## config.mk

```make
export PLATFORM = sky130hd
export DESIGN_NAME = hcar_core
export DESIGN_NICKNAME = d
export VERILOG_FILES = /design/src/core/hcar_pkg.sv /design/src/core/hcar_core.sv
export SDC_FILE = /design/constraint.sdc
export NUM_CORES = 1
export LEC_CHECK = 0
export ABC_AREA = 1
export BUFFER_PORTS_ARGS = -buffer_cell sky130_fd_sc_hd__buf_4
export CAP_MARGIN = 20
export CORE_MARGIN = 2
export CORE_UTILIZATION = 35
export DETAILED_ROUTE_END_ITERATION = 10
export HOLD_SLACK_MARGIN = 0.03
export PLACE_DENSITY = 0.55
export SYNTH_ARGS = -nofsm -noshare
export SYNTH_HDL_FRONTEND = slang
export SYNTH_SLANG_ARGS = --single-unit
```

## constraint.sdc

```tcl
create_clock -name clk_i -period 2.25 [get_ports clk_i]
set_input_delay 0.45 -clock clk_i [delete_from_list [all_inputs] [get_ports clk_i]]
set_output_delay 0.45 -clock clk_i [all_outputs]
set_load 0.02 [all_outputs]
```

## src/core/hcar_pkg.sv

```systemverilog
// constants, types and register map of the hall commutation block
// Operation
// alternate freewheel recirculation between high and low sides
// first revolution modulates highs, next modulates lows
// twelve states, wrapping from L to A
// direction 1, high modulation: phase pair table
// direction 1, low modulation: phase pair table
// direction 0, high modulation: phase pair table
// direction 0, low modulation: phase pair table
// third phase floats, both gates low
// hall codes 111 and 000 give all gates low
// freewheel select picks diode or active freewheeling
// diode freewheeling holds complemented pwm gates low
// low brake overrides, applies configured brake behaviour
// pwm input sets modulated gate duty and frequency
// dead time inserted before each gate turns on
// alternate brake swaps side on every new event
// half toggles after six hall code changes
// inputs synchronised, gate commands registered
package hcar_pkg;

	// register byte offsets
	localparam logic [3:0] CTRL_OFS     = 4'h0;
	localparam logic [3:0] DEADTIME_OFS = 4'h4;
	localparam logic [3:0] STATUS_OFS   = 4'h8;

	// control register fields
	localparam int CTRL_ENABLE_BIT    = 0;
	localparam int CTRL_FREEW_BIT     = 1;
	localparam int CTRL_BRAKE_LSB     = 2;
	localparam logic [3:0] CTRL_RESET = 4'hC;

	// dead time register fields and reset
	localparam int DEAD_TIME_RISING_LSB         = 0;
	localparam int DEAD_TIME_HALL_MODE_LSB         = 8;
	localparam int DT_WIDTH            = 8;
	localparam logic [15:0] DT_RESET   = 16'h0404;

	// status register fields
	localparam int ST_HALL_LSB   = 0;
	localparam int ST_STATE_LSB  = 3;
	localparam int ST_HALF_BIT   = 7;
	localparam int ST_BRAKE_BIT  = 8;
	localparam int ST_BSIDE_BIT  = 9;

	// axi responses
	localparam logic [1:0] RESP_OKAY   = 2'h0;
	localparam logic [1:0] RESP_SLVERR = 2'h2;

	// synchroniser reset: brake pin idles high
	localparam logic [5:0] SYNC_RESET = 6'h08;

	// hall codes that never appear on a healthy sensor set
	localparam logic [2:0] HALL_ALL_LOW  = 3'h0;
	localparam logic [2:0] HALL_ALL_HIGH = 3'h7;

	// brake configurations
	typedef enum logic [1:0] {
		HCAR_BRAKE_LOW,
		HCAR_BRAKE_HIGH,
		HCAR_BRAKE_ALT,
		HCAR_BRAKE_HIZ
	} hcar_brake_t;

	// twelve commutation states, A..F high half, G..L low half
	typedef enum logic [3:0] {
		ST_A, ST_B, ST_C, ST_D, ST_E, ST_F,
		ST_G, ST_H, ST_I, ST_J, ST_K, ST_L
	} hcar_state_t;

	// six gate commands, index 0 = phase a
	typedef struct packed {
		logic [2:0] high;
		logic [2:0] low;
	} hcar_gate_t;

endpackage

```

## src/core/hcar_core.sv

```systemverilog
// hall commutation with alternating recirculation and axi4-lite registers
`timescale 1ns/1ps
module hcar_core
#(
	parameter int SYNC_STAGES = 2
)
(
	// clock and reset
	input  wire logic        clk_i,
	input  wire logic        rst_n_i,
	// controller and sensor pins
	input  wire logic        pwm_input_i,
	input  wire logic        rotation_direction_input_i,
	input  wire logic        hall_sensor_a_i,
	input  wire logic        hall_sensor_b_i,
	input  wire logic        hall_sensor_c_i,
	input  wire logic        brake_request_n_i,
	// gate commands
	output logic             high_gate_a_o,
	output logic             low_gate_a_o,
	output logic             high_gate_b_o,
	output logic             low_gate_b_o,
	output logic             high_gate_c_o,
	output logic             low_gate_c_o,
	output logic             driver_hiz_o,
	// axi4-lite write address and data
	input  wire logic        s_axi_awvalid,
	output logic             s_axi_awready,
	input  wire logic [3:0]  s_axi_awaddr,
	input  wire logic        s_axi_wvalid,
	output logic             s_axi_wready,
	input  wire logic [31:0] s_axi_wdata,
	input  wire logic [3:0]  s_axi_wstrb,
	// axi4-lite write response
	output logic             s_axi_bvalid,
	input  wire logic        s_axi_bready,
	output logic [1:0]       s_axi_bresp,
	// axi4-lite read
	input  wire logic        s_axi_arvalid,
	output logic             s_axi_arready,
	input  wire logic [3:0]  s_axi_araddr,
	output logic             s_axi_rvalid,
	input  wire logic        s_axi_rready,
	output logic [31:0]      s_axi_rdata,
	output logic [1:0]       s_axi_rresp
);

	////////////////////////////////////////////////////////////////////
	// input synchronisers
	////////////////////////////////////////////////////////////////////

	logic [5:0] sync_reg [SYNC_STAGES]; // pin synchroniser chain
	logic [5:0] pins;                   // raw pin bundle
	logic [5:0] synced;                 // last stage

	assign pins = {pwm_input_i, rotation_direction_input_i,
		brake_request_n_i, hall_sensor_a_i, hall_sensor_b_i,
		hall_sensor_c_i};
	assign synced = sync_reg[SYNC_STAGES-1];

	// chain of flops, first stage feeds only the second
	always_ff @(posedge clk_i or negedge rst_n_i)
	begin
		if (!rst_n_i)
			for (int s = 0; s < SYNC_STAGES; s++)
				sync_reg[s] <= hcar_pkg::SYNC_RESET;
		else
		begin
			sync_reg[0] <= pins;
			for (int s = 1; s < SYNC_STAGES; s++)
				sync_reg[s] <= sync_reg[s-1];
		end
	end

	wire       pwm      = synced[5];
	wire       dir      = synced[4];   // rotation direction
	wire       brake_n  = synced[3];   // brake request, active low
	wire [2:0] hall     = synced[2:0]; // {a,b,c}

	////////////////////////////////////////////////////////////////////
	// registers
	////////////////////////////////////////////////////////////////////

	logic [3:0]  ctrl_reg;  // enable, freewheel, brake config
	logic [15:0] dt_reg;    // dead times
	wire enable_mode = ctrl_reg[hcar_pkg::CTRL_ENABLE_BIT];
	wire freewheel_select = ctrl_reg[hcar_pkg::CTRL_FREEW_BIT];
	wire hcar_pkg::hcar_brake_t brake_cfg =
		hcar_pkg::hcar_brake_t'(ctrl_reg[hcar_pkg::CTRL_BRAKE_LSB +: 2]);
	wire [7:0] dead_time_rising =
		dt_reg[hcar_pkg::DEAD_TIME_RISING_LSB +: hcar_pkg::DT_WIDTH];
	wire [7:0] dead_time_hall_mode =
		dt_reg[hcar_pkg::DEAD_TIME_HALL_MODE_LSB +: hcar_pkg::DT_WIDTH];

	////////////////////////////////////////////////////////////////////
	// commutation state machine
	////////////////////////////////////////////////////////////////////

	hcar_pkg::hcar_state_t state_reg;  // current of twelve states
	logic [2:0]            hall_prev_reg; // last valid hall code
	logic                  brake_prev_reg; // brake level last cycle
	logic                  bside_reg;   // alternate brake high side

	wire valid_code = (hall != hcar_pkg::HALL_ALL_LOW) &&
		(hall != hcar_pkg::HALL_ALL_HIGH);
	wire brake_act = !brake_n;
	wire brake_event = brake_act && !brake_prev_reg; // new brake
	wire step = enable_mode && !brake_act && valid_code &&
		(hall != hall_prev_reg);
	wire low_half = (state_reg >= hcar_pkg::ST_G);
	wire [3:0] state_inc = 4'(state_reg) + 4'h1;

	// advance once per hall code change, six per half
	always_ff @(posedge clk_i or negedge rst_n_i)
	begin
		if (!rst_n_i)
		begin
			state_reg     <= hcar_pkg::ST_A;
			hall_prev_reg <= hcar_pkg::HALL_ALL_LOW;
		end
		else
		begin
			if (valid_code)
				hall_prev_reg <= hall;
			if (!enable_mode)
				state_reg <= hcar_pkg::ST_A;
			else if (step)
			begin
				// wrap after L, else next state
				if (state_reg == hcar_pkg::ST_L)
					state_reg <= hcar_pkg::ST_A;
				else
					state_reg <= hcar_pkg::hcar_state_t'(state_inc);
			end
		end
	end

	// alternate brake side flips on each new event
	always_ff @(posedge clk_i or negedge rst_n_i)
	begin
		if (!rst_n_i)
		begin
			brake_prev_reg <= 1'b0;
			bside_reg      <= 1'b1;
		end
		else
		begin
			brake_prev_reg <= brake_act;
			if (brake_event && brake_cfg == hcar_pkg::HCAR_BRAKE_ALT)
				bside_reg <= !bside_reg;
		end
	end

	////////////////////////////////////////////////////////////////////
	// commutation table
	////////////////////////////////////////////////////////////////////

	// pair {p,q}: high half p modulated q low on; low half p high on
	function automatic logic [3:0] hcar_pair(input logic [2:0] code,
		input logic d);
		logic [3:0] pr;
		pr = 4'h0;
		case (code)
			3'h5: pr = d ? 4'h2 : 4'h8; // a/c or c/a
			3'h4: pr = d ? 4'h6 : 4'h9; // b/c or c/b
			3'h6: pr = d ? 4'h4 : 4'h1; // b/a or a/b
			3'h2: pr = d ? 4'h8 : 4'h2; // c/a or a/c
			3'h3: pr = d ? 4'h9 : 4'h6; // c/b or b/c
			3'h1: pr = d ? 4'h1 : 4'h4; // a/b or b/a
			default: pr = 4'h0;
		endcase
		return pr;
	endfunction

	wire [3:0] pair = hcar_pair(hall, dir);
	wire [1:0] ph_p = pair[3:2];
	wire [1:0] ph_q = pair[1:0];
	wire comp_pwm = freewheel_select & ~pwm;
	wire bside_now = brake_event ? !bside_reg : bside_reg;
	wire brake_low = (brake_cfg == hcar_pkg::HCAR_BRAKE_LOW) ||
		(brake_cfg == hcar_pkg::HCAR_BRAKE_ALT && !bside_now);
	wire brake_high = (brake_cfg == hcar_pkg::HCAR_BRAKE_HIGH) ||
		(brake_cfg == hcar_pkg::HCAR_BRAKE_ALT && bside_now);
	wire brake_hiz = brake_act && brake_cfg == hcar_pkg::HCAR_BRAKE_HIZ;

	hcar_pkg::hcar_gate_t cmd; // wanted gate levels before dead time

	// table lookup; unused phase stays with both gates low
	always_comb
	begin
		cmd = '0;
		if (brake_act)
		begin
			cmd.low  = {3{brake_low}};
			cmd.high = {3{brake_high}};
		end
		else if (enable_mode && valid_code)
		begin
			if (!low_half)
			begin
				// highs modulate, return low side held on
				cmd.high[ph_p] = pwm;
				cmd.low[ph_p]  = comp_pwm;
				cmd.low[ph_q]  = 1'b1;
			end
			else
			begin
				// lows modulate, return high side held on
				cmd.low[ph_q]  = pwm;
				cmd.high[ph_q] = comp_pwm;
				cmd.high[ph_p] = 1'b1;
			end
		end
	end

	////////////////////////////////////////////////////////////////////
	// dead time and output flops
	////////////////////////////////////////////////////////////////////

	hcar_pkg::hcar_gate_t gate_reg; // registered gate commands
	logic                 hiz_reg;  // all switches high impedance

	for (genvar i = 0; i < 3; i++)
	begin : g_phase
		logic [7:0] hoff_reg; // cycles the high gate has been off
		logic [7:0] loff_reg; // cycles the low gate has been off
		wire h_ok = !gate_reg.low[i] && (loff_reg >= dead_time_rising);
		wire l_ok = !gate_reg.high[i] &&
			(hoff_reg >= dead_time_hall_mode);

		// turn off at once, turn on only after the partner's gap
		always_ff @(posedge clk_i or negedge rst_n_i)
		begin
			if (!rst_n_i)
			begin
				gate_reg.high[i] <= 1'b0;
				gate_reg.low[i]  <= 1'b0;
				hoff_reg         <= 8'h00;
				loff_reg         <= 8'h00;
			end
			else
			begin
				gate_reg.high[i] <= cmd.high[i] && h_ok;
				gate_reg.low[i]  <= cmd.low[i] && l_ok;
				if (gate_reg.high[i])
					hoff_reg <= 8'h00;
				else if (hoff_reg != 8'hFF)
					hoff_reg <= hoff_reg + 8'h01;
				if (gate_reg.low[i])
					loff_reg <= 8'h00;
				else if (loff_reg != 8'hFF)
					loff_reg <= loff_reg + 8'h01;
			end
		end
	end

	// high impedance brake flag
	always_ff @(posedge clk_i or negedge rst_n_i)
	begin
		if (!rst_n_i)
			hiz_reg <= 1'b0;
		else
			hiz_reg <= brake_hiz;
	end

	assign high_gate_a_o = gate_reg.high[0];
	assign high_gate_b_o = gate_reg.high[1];
	assign high_gate_c_o = gate_reg.high[2];
	assign low_gate_a_o  = gate_reg.low[0];
	assign low_gate_b_o  = gate_reg.low[1];
	assign low_gate_c_o  = gate_reg.low[2];
	assign driver_hiz_o  = hiz_reg;

	////////////////////////////////////////////////////////////////////
	// axi4-lite slave
	////////////////////////////////////////////////////////////////////

	logic        awready_reg, wready_reg, bvalid_reg;
	logic        arready_reg, rvalid_reg;
	logic        aw_full_reg, w_full_reg;
	logic [3:0]  awaddr_reg;   // held write address
	logic [31:0] wdata_reg;    // held write data
	logic [3:0]  wstrb_reg;    // held byte enables
	logic [1:0]  bresp_reg, rresp_reg;
	logic [31:0] rdata_reg;

	wire do_write = aw_full_reg && w_full_reg && !bvalid_reg;
	wire [31:0] lane = {{8{wstrb_reg[3]}}, {8{wstrb_reg[2]}},
		{8{wstrb_reg[1]}}, {8{wstrb_reg[0]}}};
	wire [31:0] ctrl_word = {28'h0, ctrl_reg};
	wire [31:0] dt_word = {16'h0, dt_reg};
	wire [31:0] ctrl_new = (ctrl_word & ~lane) | (wdata_reg & lane);
	wire [31:0] dt_new = (dt_word & ~lane) | (wdata_reg & lane);
	wire wr_ctrl = awaddr_reg == hcar_pkg::CTRL_OFS;
	wire wr_dt = awaddr_reg == hcar_pkg::DEADTIME_OFS;
	wire wr_ro = awaddr_reg == hcar_pkg::STATUS_OFS;
	wire [31:0] status_word = {22'h0, bside_reg, brake_act, low_half,
		4'(state_reg), hall};
	wire rd_ctrl = s_axi_araddr == hcar_pkg::CTRL_OFS;
	wire rd_dt = s_axi_araddr == hcar_pkg::DEADTIME_OFS;
	wire rd_st = s_axi_araddr == hcar_pkg::STATUS_OFS;
	wire [31:0] rd_word = rd_ctrl ? ctrl_word :
		rd_dt ? dt_word : rd_st ? status_word : 32'h0;

	// write channel: address and data taken in either order
	always_ff @(posedge clk_i or negedge rst_n_i)
	begin
		if (!rst_n_i)
		begin
			awready_reg <= 1'b1;
			wready_reg  <= 1'b1;
			aw_full_reg <= 1'b0;
			w_full_reg  <= 1'b0;
			bvalid_reg  <= 1'b0;
			bresp_reg   <= hcar_pkg::RESP_OKAY;
			awaddr_reg  <= 4'h0;
			wdata_reg   <= 32'h0;
			wstrb_reg   <= 4'h0;
			ctrl_reg    <= hcar_pkg::CTRL_RESET;
			dt_reg      <= hcar_pkg::DT_RESET;
		end
		else
		begin
			if (s_axi_awvalid && awready_reg)
			begin
				awaddr_reg  <= s_axi_awaddr;
				aw_full_reg <= 1'b1;
				awready_reg <= 1'b0;
			end
			if (s_axi_wvalid && wready_reg)
			begin
				wdata_reg  <= s_axi_wdata;
				wstrb_reg  <= s_axi_wstrb;
				w_full_reg <= 1'b1;
				wready_reg <= 1'b0;
			end
			if (do_write)
			begin
				// store and answer; unmapped gives slave error
				if (wr_ctrl)
					ctrl_reg <= ctrl_new[3:0];
				if (wr_dt)
					dt_reg <= dt_new[15:0];
				bresp_reg <= (wr_ctrl || wr_dt || wr_ro) ?
					hcar_pkg::RESP_OKAY : hcar_pkg::RESP_SLVERR;
				bvalid_reg <= 1'b1;
			end
			if (bvalid_reg && s_axi_bready)
			begin
				bvalid_reg  <= 1'b0;
				aw_full_reg <= 1'b0;
				w_full_reg  <= 1'b0;
				awready_reg <= 1'b1;
				wready_reg  <= 1'b1;
			end
		end
	end

	// read channel: one outstanding read
	always_ff @(posedge clk_i or negedge rst_n_i)
	begin
		if (!rst_n_i)
		begin
			arready_reg <= 1'b1;
			rvalid_reg  <= 1'b0;
			rdata_reg   <= 32'h0;
			rresp_reg   <= hcar_pkg::RESP_OKAY;
		end
		else if (s_axi_arvalid && arready_reg)
		begin
			rdata_reg   <= rd_word;
			rresp_reg   <= (rd_ctrl || rd_dt || rd_st) ?
				hcar_pkg::RESP_OKAY : hcar_pkg::RESP_SLVERR;
			rvalid_reg  <= 1'b1;
			arready_reg <= 1'b0;
		end
		else if (rvalid_reg && s_axi_rready)
		begin
			rvalid_reg  <= 1'b0;
			arready_reg <= 1'b1;
		end
	end

	assign s_axi_awready = awready_reg;
	assign s_axi_wready  = wready_reg;
	assign s_axi_bvalid  = bvalid_reg;
	assign s_axi_bresp   = bresp_reg;
	assign s_axi_arready = arready_reg;
	assign s_axi_rvalid  = rvalid_reg;
	assign s_axi_rdata   = rdata_reg;
	assign s_axi_rresp   = rresp_reg;

endmodule

```

**Yosys cells after proc, flatten, opt, wreduce, memory -nomap -nowiden**

Cells that the tools add are included.

- Output and inout port bits: 48
- Flip-flop bits (word level): 161
- Input bits: 57
- Memory bits (read-only): 0
- Memory bits (writable): 0
- Word-level logic and storage cells: 202
- Latch bits: 0
- Memories kept: 0

- Divide/modulo/power cells: 0
- Equality and inequality tests: 23
- Bitwise logic cells: 14
- Reductions and logical operators: 64
- Multiply operators: 0
- Order comparisons: 11
- Shifts and indexed selects: 0
- Add/sub/neg operators: 7
- Mux-type cells: 49

Operator list:

| kind | number |
|---|---|
| 8-bit two-way mux | 12 |
| 8-bit by 1-bit adder with 8-bit output, second input constant | 6 |
| 8-bit >= comparator | 6 |
| 8-bit inequality test, second input constant | 6 |
| 16-bit bitwise AND | 2 |
| 16-bit two-way mux | 2 |
| 1-bit logical AND | 31 |
| 4-bit two-way mux | 7 |
| 4-bit case mux with 6 select lines | 1 |
| 2-bit nonzero test | 10 |
| 6-bit two-way mux | 3 |
| 1-bit two-way mux | 17 |
| 16-bit inverter | 1 |
| 16-bit OR | 1 |
| 3-bit bitwise AND | 4 |
| 4-bit equality test, second input constant | 3 |
| 1-bit logical NOT | 11 |
| 10-bit two-way mux | 1 |
| 3-bit equality test, second input constant | 3 |
| 4-bit by 3-bit equality test with 1-bit output, second input constant | 2 |
| 4-bit logical NOT | 2 |
| 3-bit by 2-bit equality test with 1-bit output, second input constant | 2 |
| 1-bit logical OR | 6 |
| 2-bit by 3-bit less-than comparator with 1-bit output, second input constant | 2 |
| other kinds (20) | 27 |

**Logic depth before layout (Yosys ltp)**

Gate-level depths: netlist of the first run.

- Word-level depth: 12
- Depth in mapped cells: 11
- Depth with buffers taken out: 11

**Least setup slack after synthesis of the first run**

Ideal clock, no wire load.

- Kind: register to register
- Start: register bvalid_reg (netlist: s_axi_bvalid)
- End: register (tool-made name)
- Stages on the path, launching flop included: 8
- Setup slack: 837 ps
- Path buffers: 1
- Clock period less this slack: 1413 ps
- Library setup time: 126 ps
- Data arrival time: 1287 ps
- Data required time: 2124 ps
- Cell sequence: dfrtp_1 inv_1 nand3_2 nor3_4 nand3_2 buf_6 nor2_1 a21oi_1

RTL lines:

| item | RTL line | RTL |
|---|---|---|
| start, declared | hcar_core.sv:278 | `logic awready_reg, wready_reg, bvalid_reg;` |
| start signal, assigned | hcar_core.sv:314 | `bvalid_reg <= 1'b0;` |
| start signal, assigned | hcar_core.sv:346 | `bvalid_reg <= 1'b1;` |
| start signal, assigned | hcar_core.sv:350 | `bvalid_reg <= 1'b0;` |

**Final worst setup path of the first run**

- Start: register g_phase[2].loff_reg[1]
- End: register g_phase[2].loff_reg[3]

- Word-level cells in the longest chain between the ends: 3
- Elaborated cells between the ends (all ways): 5
- Classes of those cells: add/sub: 1; eq/ne: 1; mux: 2; reduce/logical: 1

RTL lines:

| item | RTL line | RTL |
|---|---|---|
| start, declared | hcar_core.sv:226 | `logic [7:0] loff_reg;` |
| start signal, assigned | hcar_core.sv:252 | `loff_reg <= loff_reg + 8'h01;` |
| 8-bit by 1-bit adder with 8-bit output | hcar_core.sv:252 |  |
| 8-bit two-way mux | hcar_core.sv:251 | `else if (loff_reg != 8'hFF)` |
| 8-bit two-way mux | hcar_core.sv:249 | `if (gate_reg.low[i])` |

Parallel ways exist; a longest one is shown, timed or not. The select of a mux whose other input is x is not followed.
A chain may end at the register's enable or synchronous reset.

==> results of run 1 <==
[report_power, final]
part,total [mW],internal [mW],switching [mW],leakage [nW]
Combinational,3.74,1.47,2.27,2.48
Clock,2.77,1.64,1.13,0.271
Sequential,4.11,3.40,0.711,1.80
Total,10.6,6.52,4.11,4.55
[logic make-up (layout without fill, tap and decap cells)]
kind of cell / count (synthesis) / after routing / synth area share, %
AOI/OAI and AO/OA: 160 / 160 / 11.8
adders and majority gates: 56 / 56 / 9.24
other: 1 / 18 / 0.0495
DFF: 143 / 143 / 47.4
buffers and inverters: 151 / 231 / 8.57
and+or+nand+nor: 398 / 398 / 22.1
muxes: 1 / 1 / 0.149
xor gates and xnor gates: 6 / 6 / 0.693
[metrics by stage]
stage          hold slack (ns)  instances  setup slack (ns)  area [µm²]
4_1_cts                  0.122       1288             0.591        8970
6_report                 0.134       1288             0.561        8970
2_1_floorplan            0.154        933             0.837        7640
3_5_place_dp             0.336       1255             0.532        8390
3_3_place_gp             0.333       1255             0.560        8390
5_1_grt                  0.114       1288             0.410        8970
[area by class of cell]
class                           count  area (µm²)  area share, %
Sequential cell                   143        3590           40.0
Clock buffer                       20         437           4.87
Inverter                          124         465           5.19
Clock inverter                     12         136           1.52
Multi-Input combinational cell    639        3400           37.9
Tap cell                          275         344           3.84
Timing Repair Buffer               75         594           6.62
[path summary, 6_finish.rpt]
check	to	slack, ns
max in group asynchronous	async pin	1.06
hold / removal	sync_reg[9]	0.13
min in group asynchronous	g_phase[1].loff_reg[1]	0.53
setup / recovery	g_phase[2].loff_reg[3]	0.56
hold reg to reg	synced[2]	0.35
setup reg to reg	g_phase[2].loff_reg[3]	0.56
[critical path, stage by stage (launching register included)]
cell and delay [ns]:
dfrtp_1 0.40, ha_1 0.21, nand4_1 0.20, nor3b_2 0.26, nand3_1 0.28, a22oi_1 0.24
[per-layer routing]
layer | global-route usage, % | routed length (µm)
met1 | 24.4 | 8960
met2 | 24.3 | 7560
met3 | 3.04 | 837
met4 | 7.01 | 510
met5 | 0 | 0
[repair_timing]
item                       4_1_cts  5_1_grt
setup endpoints to repair        0        0
hold buffers                     1        0
hold endpoints to repair        38        0
[placed cells by master (no fill, tap or decap), types with 6 or more instances in the layout]
master,instances
nand3_1,54
o21ai_1,9
o21ai_0,61
conb_1,18
clkbuf_16,17
o31ai_1,9
buf_4,71
dfstp_2,10
dfrtp_1,133
o22ai_1,6
nor3_1,11
nor2_1,64
nand2_1,245
inv_1,120
ha_1,56
a21oi_1,51
==> flow_summary_export.csv, run 1 <==
group,metric,value,unit
sta,fin_crit,1.69,ns
critical_path,setup.worst_path.end_class,"register",
cells_and_area,final_core_util,42.4,%
cells_and_area,syn_to_final_growth,18.4,%
floorplan,die_w,151,µm
floorplan,start_util,35.8,%
critical_path,crit_required,2.58,ns
sta,hold_viol,0,
detailed_routing,drt-initial-drc-count,356,
synth,ys_types,43,
synth,ys_seq_area_share,47.4,%
critical_path,cp_max_fo,7,
synth,synth_commonest_cells,"nand2_1 (245), dfrtp_1 (133), inv_1 (120)",
synth,async_flop_share,100,%
min_path,holdPathStages,1,
critical_path,criticalPathCategory,"reg -> reg",
sta,setup_tns,0,ns
sta,setup_viol,0,
critical_path,r2r-start,"g_phase[2].loff_reg[1]",
min_path,hold_path_class,"in -> reg",
global_routing,antenna_found_initial,0,
clock_tree,numCtsBuffers,17,
synth,synth.top_cell.area_share,43.9,%
sta,slew_viol_final,0,
cells_and_area,drive_gt1_share,13.2,%
detailed_routing,vias_per_cell,4.75,
critical_path,cp.arrival,2.01,ns
synth,yosysMostFrequentCell,"nand2_1",
detailed_routing,ant_nets,0,
synth,ys_ff_latch,143,
global_routing,grt.total_usage,16.7,%
synth,synth_top_area_cell,"dfrtp_1",
synth,synth_flop_cell,"dfrtp_1",
detailed_routing,drc,0,
cells_and_area,final_nets,1113,
floorplan,core,0.0212,mm²
detailed_routing,dr.pass1.iters,5,
flow_run,cap_viol_max_count,0,
global_routing,grt_max_degree,49,
min_path,hold_start,"brake_request_n_i",
synth,netlist_area,0.00758,mm²
cells_and_area,diodes,0,
clock_tree,cts_resized,0,
clock_tree,cts_tree,"built",
critical_path,cp-start-kind,"register",
clock_tree,root_buffer,"clkbuf_16",
critical_path,ff2ff_path_depth,5,
synth,synth_edf_count,0,
critical_path,crit_path_start,"g_phase[2].loff_reg[1]",
outcome,status,"finished, final reports clean",
clock_tree,clock_sinks,143,
synth,synth_area_leaders,"dfrtp_1 (44%), nand2_1 (12%), ha_1 (9.2%)",
synth,synth_cells,916,
power,power_density,1180,mW/mm²
synth,yosys_warnings,0,
sta,rsz0062_at_grt,"false",
floorplan,fp.dieH,151,µm
synth,synth.avg_cell_area,8.27,µm²
sta,maxSlewHeadroom,54.5,%
power,peakVddDrop,0.491,mV
sta,finalCritPeriodShare,75.1,%
clock_tree,clock_path_buffers,2,
global_routing,grt_overflow,0,
placed_design,place_congestion,0.887,
detailed_routing,wl_per_cell,13.9,µm
clock_tree,ctsHtreeMaxLevel,4,
global_routing,grt_pass1_wl,29.3,mm
detailed_routing,drt-total-wl,17.9,mm
clock_tree,cts_setup_buffers,0,
clock_tree,cts.reportedPaths.clkPinSlew,0.06,ns
power,p_leak,4.55,nW
floorplan,dieArea,0.0228,mm²
detailed_routing,vias,6124,
placed_design,numPortBuffers,68,
sta,max_freq,592,MHz
sta,skew,0.00749,ns
global_routing,grt_pass1_vias,5662,
clock_tree,clk_latency,0.42,ns
power,total_power,10.6,mW
placed_design,hpwl,13.1,mm
floorplan,num_rows,53,
cells_and_area,nFillCells,2092,
sta,tightest_slew,0.681,ns
floorplan,ios,105,
Power figures use the tool's default switching activity.
==> run 2, diff against run 1 <==
--- a/config.mk
+++ b/config.mk
@@ -12,7 +12,7 @@
 export CORE_UTILIZATION = 35
 export DETAILED_ROUTE_END_ITERATION = 10
 export HOLD_SLACK_MARGIN = 0.03
-export PLACE_DENSITY = 0.55
+export PLACE_DENSITY = 0.57
 export SYNTH_ARGS = -nofsm -noshare
 export SYNTH_HDL_FRONTEND = slang
 export SYNTH_SLANG_ARGS = --single-unit
==> constraint.sdc (replaced) <==
create_clock -name clk_i -period 1.4 [get_ports clk_i]
set_input_delay 0.28 -clock clk_i [delete_from_list [all_inputs] [get_ports clk_i]]
set_output_delay 0.28 -clock clk_i [all_outputs]
set_load 0.02 [all_outputs]
==> flow_summary_export.csv, run 2 (synthesis gave the netlist of run 1 again) <==
group,metric,value,unit
global_routing,antenna_found_initial,0,
critical_path,crit_chain,"inv_4 -> ha_4 -> a21oi_2 -> nor2_1 -> nor3_1 -> nand2_1 -> nand2_1 -> a21oi_2",
detailed_routing,dr.pass1.iters,4,
power,pwr-share-clk,21.7,%
power,total_power,20.4,mW
critical_path,cp_num_buf_inv,1,
detailed_routing,ant_nets,0,
critical_path,criticalPathCategory,"reg -> reg",
power,internal_power,12.2,mW
floorplan,dieArea,0.0228,mm²
critical_path,setup.worst_path.end_class,"register",
placed_design,hpwl,14.1,mm
sta,skew,0.00996,ns
detailed_routing,drt-total-wl,20.5,mm
critical_path,cp_slowest_cell,"dfrtp_1",
power,sequentialPowerShare,32.7,%
critical_path,cp_max_fo,5,
clock_tree,numCtsBuffers,17,
critical_path,regToRegSetupSlack,-0.07,ns
floorplan,fp.dieH,151,µm
min_path,hold_path_class,"in -> reg",
power,power_density,1830,mW/mm²
clock_tree,clock_sinks,143,
sta,slew_viol_final,0,
clock_tree,root_buffer,"clkbuf_16",
sta,finalCritPeriodShare,105,%
critical_path,crit_required,1.72,ns
sta,hold_ws,0.0507,ns
clock_tree,ctsHtreeMaxLevel,4,
cells_and_area,final_nets,1265,
sta,setup_viol,23,
floorplan,ios,105,
global_routing,grt.total_usage,18.7,%
critical_path,crit_path_max_incr_delay,0.39,ns
cells_and_area,layout_commonest_cell,"nand2_1",
sta,rsz0062_at_grt,"true",
critical_path,cp-start-kind,"register",
cells_and_area,syn_to_final_growth,46.6,%
placed_design,numPortBuffers,68,
flow_run,cap_viol_max_count,0,
power,comb_power_share,45.6,%
detailed_routing,vias_per_cell,4.71,
detailed_routing,drc,0,
critical_path,critPathTopFamily,"simple AND/OR/NAND/NOR gates",
detailed_routing,wl_per_cell,14.3,µm
cells_and_area,diodes,0,
sta,worst_slack,-0.0728,ns
placed_design,place_congestion,0.860,
floorplan,die_w,151,µm
outcome,violations,"negative setup slack",
global_routing,grt_pass1_wl,33.3,mm
cells_and_area,final_cell_mix,"nand2_1 (213), buf_4 (181), dfrtp_1 (124)",
detailed_routing,drt-initial-drc-count,251,
clock_tree,cts.reportedPaths.clkPinSlew,0.06,ns
clock_tree,clk_latency,0.43,ns
power,peakVddDrop,0.865,mV
sta,hold_viol,0,
floorplan,num_rows,53,
clock_tree,clock_path_buffers,2,
global_routing,grt_overflow,0,
floorplan,start_util,35.8,%
critical_path,cp.arrival,1.79,ns
sta,fin_crit,1.47,ns
power,swShare,39.8,%
outcome,status,"finished, violations left",
floorplan,core,0.0212,mm²
power,p_leak,5.35,nW
cells_and_area,drive_gt1_share,37.7,%
global_routing,grt_pass1_vias,6704,
power,netSwitchingPower,8.11,mW
detailed_routing,vias,6780,
clock_tree,cts_tree,"built",
global_routing,grt_max_degree,35,
sta,max_freq,679,MHz
==> run 2: power by group through the flow <==
stage | Sequential, mW | Clock [mW] | Combinational (mW)
final | 6.66 | 4.42 | 9.27
after global routing | 6.83 | 4.71 | 10.5
after CTS | 6.51 | 4.54 | 8.01
after detailed placement | 6.49 | 0 | 7.30
after global placement | 6.49 | 0 | 7.11
after floorplan | 6.53 | 0 | 4.23
==> run 2: through the flow <==
stage | setup WS (ns) | TNS, ns | util [%] | std cells | instance area, µm²
3_3_place_gp | -0.0935 | -1.54 | 43.2 | 1349 | 9150
6_report | -0.0728 | -0.431 | 52.5 | 1440 | 11100
5_1_grt | -0.153 | -5.03 | 52.5 | 1440 | 11100
4_1_cts | -0.0501 | -0.455 | 48.8 | 1421 | 10300
3_5_place_dp | -0.116 | -1.84 | 43.2 | 1349 | 9150
2_1_floorplan | 0.000954 | 0 | - | 933 | 7640
==> run 2: final timing paths <==
path	from	end	depth (start not counted)
worst max-delay path	register	high_gate_c_o	8
worst max register to register	register	high_gate_c_o	8
worst min-delay path	s_axi_awaddr[1]	awaddr_reg[1]	3
min in group asynchronous	rst_n_i	async pin	2
max in group asynchronous	rst_n_i	async pin	3
worst min register to register	sync_reg[10]	synced[4]	0
==> run 2: per-layer routing <==
metal  up-vias  part of all wire, %  GRT usage [%]
met5         -                    0              0
met1      3179                   48           25.9
met4         0                  2.2           6.45
met2       131                   47           29.7
li1       3441                    -              -
met3        29                  3.0           3.04
==> run 2: worst min-delay path, stage by stage <==
cell and delay, ns:
buf_4 0.07, nand2_1 0.04, nand2_1 0.05
==> run 2: timing repair <==
item	CTS	global route
pin swaps	30	49
setup buffers	21	22
endpoints found under the hold margin	42	0
gates resized for setup	87	151
hold buffers	19	0
endpoints found under the setup margin	53	76
cloned	1	1
==> run 2: area by class of cell <==
type / count / area, µm²
flip-flops and latches: 143 / 3600
clock buffers: 17 / 425
well taps: 275 / 344
clock inverters: 15 / 143
inverters: 124 / 480
repair buffers: 227 / 1910
fillers: 1938 / 10000
multi-input cells: 639 / 4200
==> run 3, diff against run 2 <==
--- a/config.mk
+++ b/config.mk
@@ -8,6 +8,7 @@
 export ABC_AREA = 1
 export BUFFER_PORTS_ARGS = -buffer_cell sky130_fd_sc_hd__buf_4
 export CAP_MARGIN = 20
+export CORE_ASPECT_RATIO = 0.75
 export CORE_MARGIN = 2
 export CORE_UTILIZATION = 35
 export DETAILED_ROUTE_END_ITERATION = 10
==> flow_summary_export.csv, run 3 (synthesis gave the netlist of run 1 again) <==
group,metric,value,unit
detailed_routing,drt-total-wl,20.8,mm
cells_and_area,final_nets,1270,
clock_tree,clk_latency,0.43,ns
floorplan,die_w,174,µm
cells_and_area,layout_commonest_cell,"nand2_1",
clock_tree,root_buffer,"clkbuf_16",
detailed_routing,drc,0,
placed_design,dp_cells,1385,
detailed_routing,ant_nets,0,
global_routing,grt_busiest_layer,"met1",
critical_path,critPathTopFamily,"flip-flops",
sta,setup_viol,40,
cells_and_area,multiInputGateArea,0.00410,mm²
global_routing,grt_max_degree,35,
min_path,hold_path_class,"in -> reg",
critical_path,setup.worst_path.end_class,"register",
placed_design,place_congestion,0.860,
power,total_power,20.5,mW
placed_design,post-place-ws,-0.120,ns
power,peakVddDrop,0.885,mV
global_routing,antenna_found_initial,0,
sta,worst_slack,-0.0754,ns
global_routing,use_met3,3.96,%
sta,fin_crit,1.48,ns
critical_path,cp_num_buf_inv,3,
sta,hold_viol,0,
critical_path,criticalPathCategory,"reg -> reg",
floorplan,ios,105,
power,p_leak,5.41,nW
critical_path,cp_max_fo,4,
detailed_routing,drt-initial-drc-count,409,
global_routing,grt_util_met2,25.1,%
critical_path,crit_chain,"inv_4 -> buf_6 -> ha_4 -> nand2_2 -> inv_2 -> nand2_2 -> nand2_2 -> nand2_1 -> nand2_1 -> nand2_1 -> a21oi_1",
placed_design,hpwl,14.5,mm
cells_and_area,drive_gt1_share,37.9,%
cells_and_area,seq_area,0.00360,mm²
global_routing,grt_pass1_vias,6429,
flow_run,cap_viol_max_count,0,
critical_path,cp_slowest_cell,"dfstp_2",
cells_and_area,nFillCells,1984,
floorplan,core,0.0212,mm²
critical_path,crit_path_max_incr_delay,0.55,ns
cells_and_area,finalNonFillerCells,1458,
sta,finalCritPeriodShare,105,%
sta,rsz0062_at_grt,"true",
detailed_routing,vias,6832,
clock_tree,clock_path_buffers,2,
detailed_routing,wl_per_cell,14.3,µm
global_routing,grt_pass1_wl,32.8,mm
power,power_density,1860,mW/mm²
global_routing,grt_overflow,0,
cells_and_area,final_cell_mix,"nand2_1 (212), buf_4 (197), dfrtp_1 (122)",
detailed_routing,dr.pass1.iters,5,
sta,max_freq,678,MHz
detailed_routing,vias_per_cell,4.69,
placed_design,numPortBuffers,68,
floorplan,start_util,35.8,%
outcome,violations,"negative setup slack",
clock_tree,clock_sinks,143,
global_routing,grtUsageMet1,27.5,%
floorplan,num_rows,46,
critical_path,cp-start-kind,"register",
outcome,status,"finished, violations left",
sta,setup_tns,-1.36,ns
floorplan,fp.dieH,131,µm
clock_tree,cts.reportedPaths.clkPinSlew,0.06,ns
sta,skew,0.0137,ns
sta,slew_viol_final,0,
placed_design,post_dp_cell_area,0.00931,mm²
clock_tree,numCtsBuffers,17,
cells_and_area,postLayoutCellArea,0.0110,mm²
clock_tree,cts_tree,"built",
cells_and_area,diodes,0,
global_routing,grt.total_usage,17.9,%
floorplan,dieArea,0.0229,mm²
clock_tree,ctsHtreeMaxLevel,4,
critical_path,cp.arrival,1.82,ns
cells_and_area,syn_to_final_growth,45.3,%
critical_path,crit_required,1.75,ns
==> run 3: cell count changes in the layout (fill, tap and decap cells not counted), sizes merged <==
cell / previous run / this run
inv: 132 / 122
buf: 207 / 222
clkbuf: 18 / 20
dlygate4sd3: 19 / 9
clkinv: 6 / 10
bufinv: 0 / 1
clkinvlp: 1 / 4
==> run 3: final timing paths <==
check	from	end	slack, ns	cells past startpoint
max in group asynchronous	rst_n_i	async pin	0.51	3
worst max-delay path	register	high_gate_a_o	-0.08	11
min in group asynchronous	rst_n_i	aw_full_reg	0.31	2
worst min register to register	sync_reg[7]	synced[1]	0.35	0
worst min-delay path	s_axi_wdata[5]	wdata_reg[5]	0.05	3
worst max register to register	register	high_gate_a_o	-0.08	11
==> run 3: layout make-up <==
| class | instances | area share, % |
|---|---|---|
| multi-input combinational | 639 | 37.2 |
| clock inverter | 13 | 1.08 |
| tap | 288 | 3.27 |
| timing repair buffer | 232 | 17.3 |
| clock buffer | 19 | 4.02 |
| sequential | 143 | 32.7 |
| inverter | 124 | 4.34 |
==> run 3: repair_timing <==
action                                 in CTS  in global routing
pin swaps                                  21                 41
buffers inserted                           12                 21
resized for setup                          55                173
endpoints found under the hold margin      33                  0
gates cloned                                0                  1
setup endpoints to repair                  40                 78
hold buffers                                9                  0
==> run 3: worst register-to-register path: cells and delay by family, from the launching register on <==
kind | cells | cell delay [ns]
fa+ha+maj | 1 | 0.25
buf+inv | 3 | 0.22
simple gates | 6 | 0.28
compound gates | 1 | 0.10
flops | 1 | 0.55
==> run 3: through the flow <==
step / hold WS [ns] / util (%)
after floorplan: -0.0156 / -
after global placement: 0.203 / 44.0
after detailed placement: 0.206 / 44.0
after CTS: 0.0332 / 48.2
after global routing: 0.0357 / 52.0
final: 0.0459 / 52.0
==> run 3: layer usage <==
layer  up-vias  wire [µm]
li1       3449          -
met1      3191      10300
met2       171       9050
met3        21       1270
met4         0        213
met5         -          0
==> run 3: where the power goes <==
part / switching [mW] / total, mW / internal (mW)
combinational: 5.00 / 9.44 / 4.44
sequential: 1.17 / 6.66 / 5.49
clock: 1.87 / 4.36 / 2.49
total: 8.04 / 20.5 / 12.4
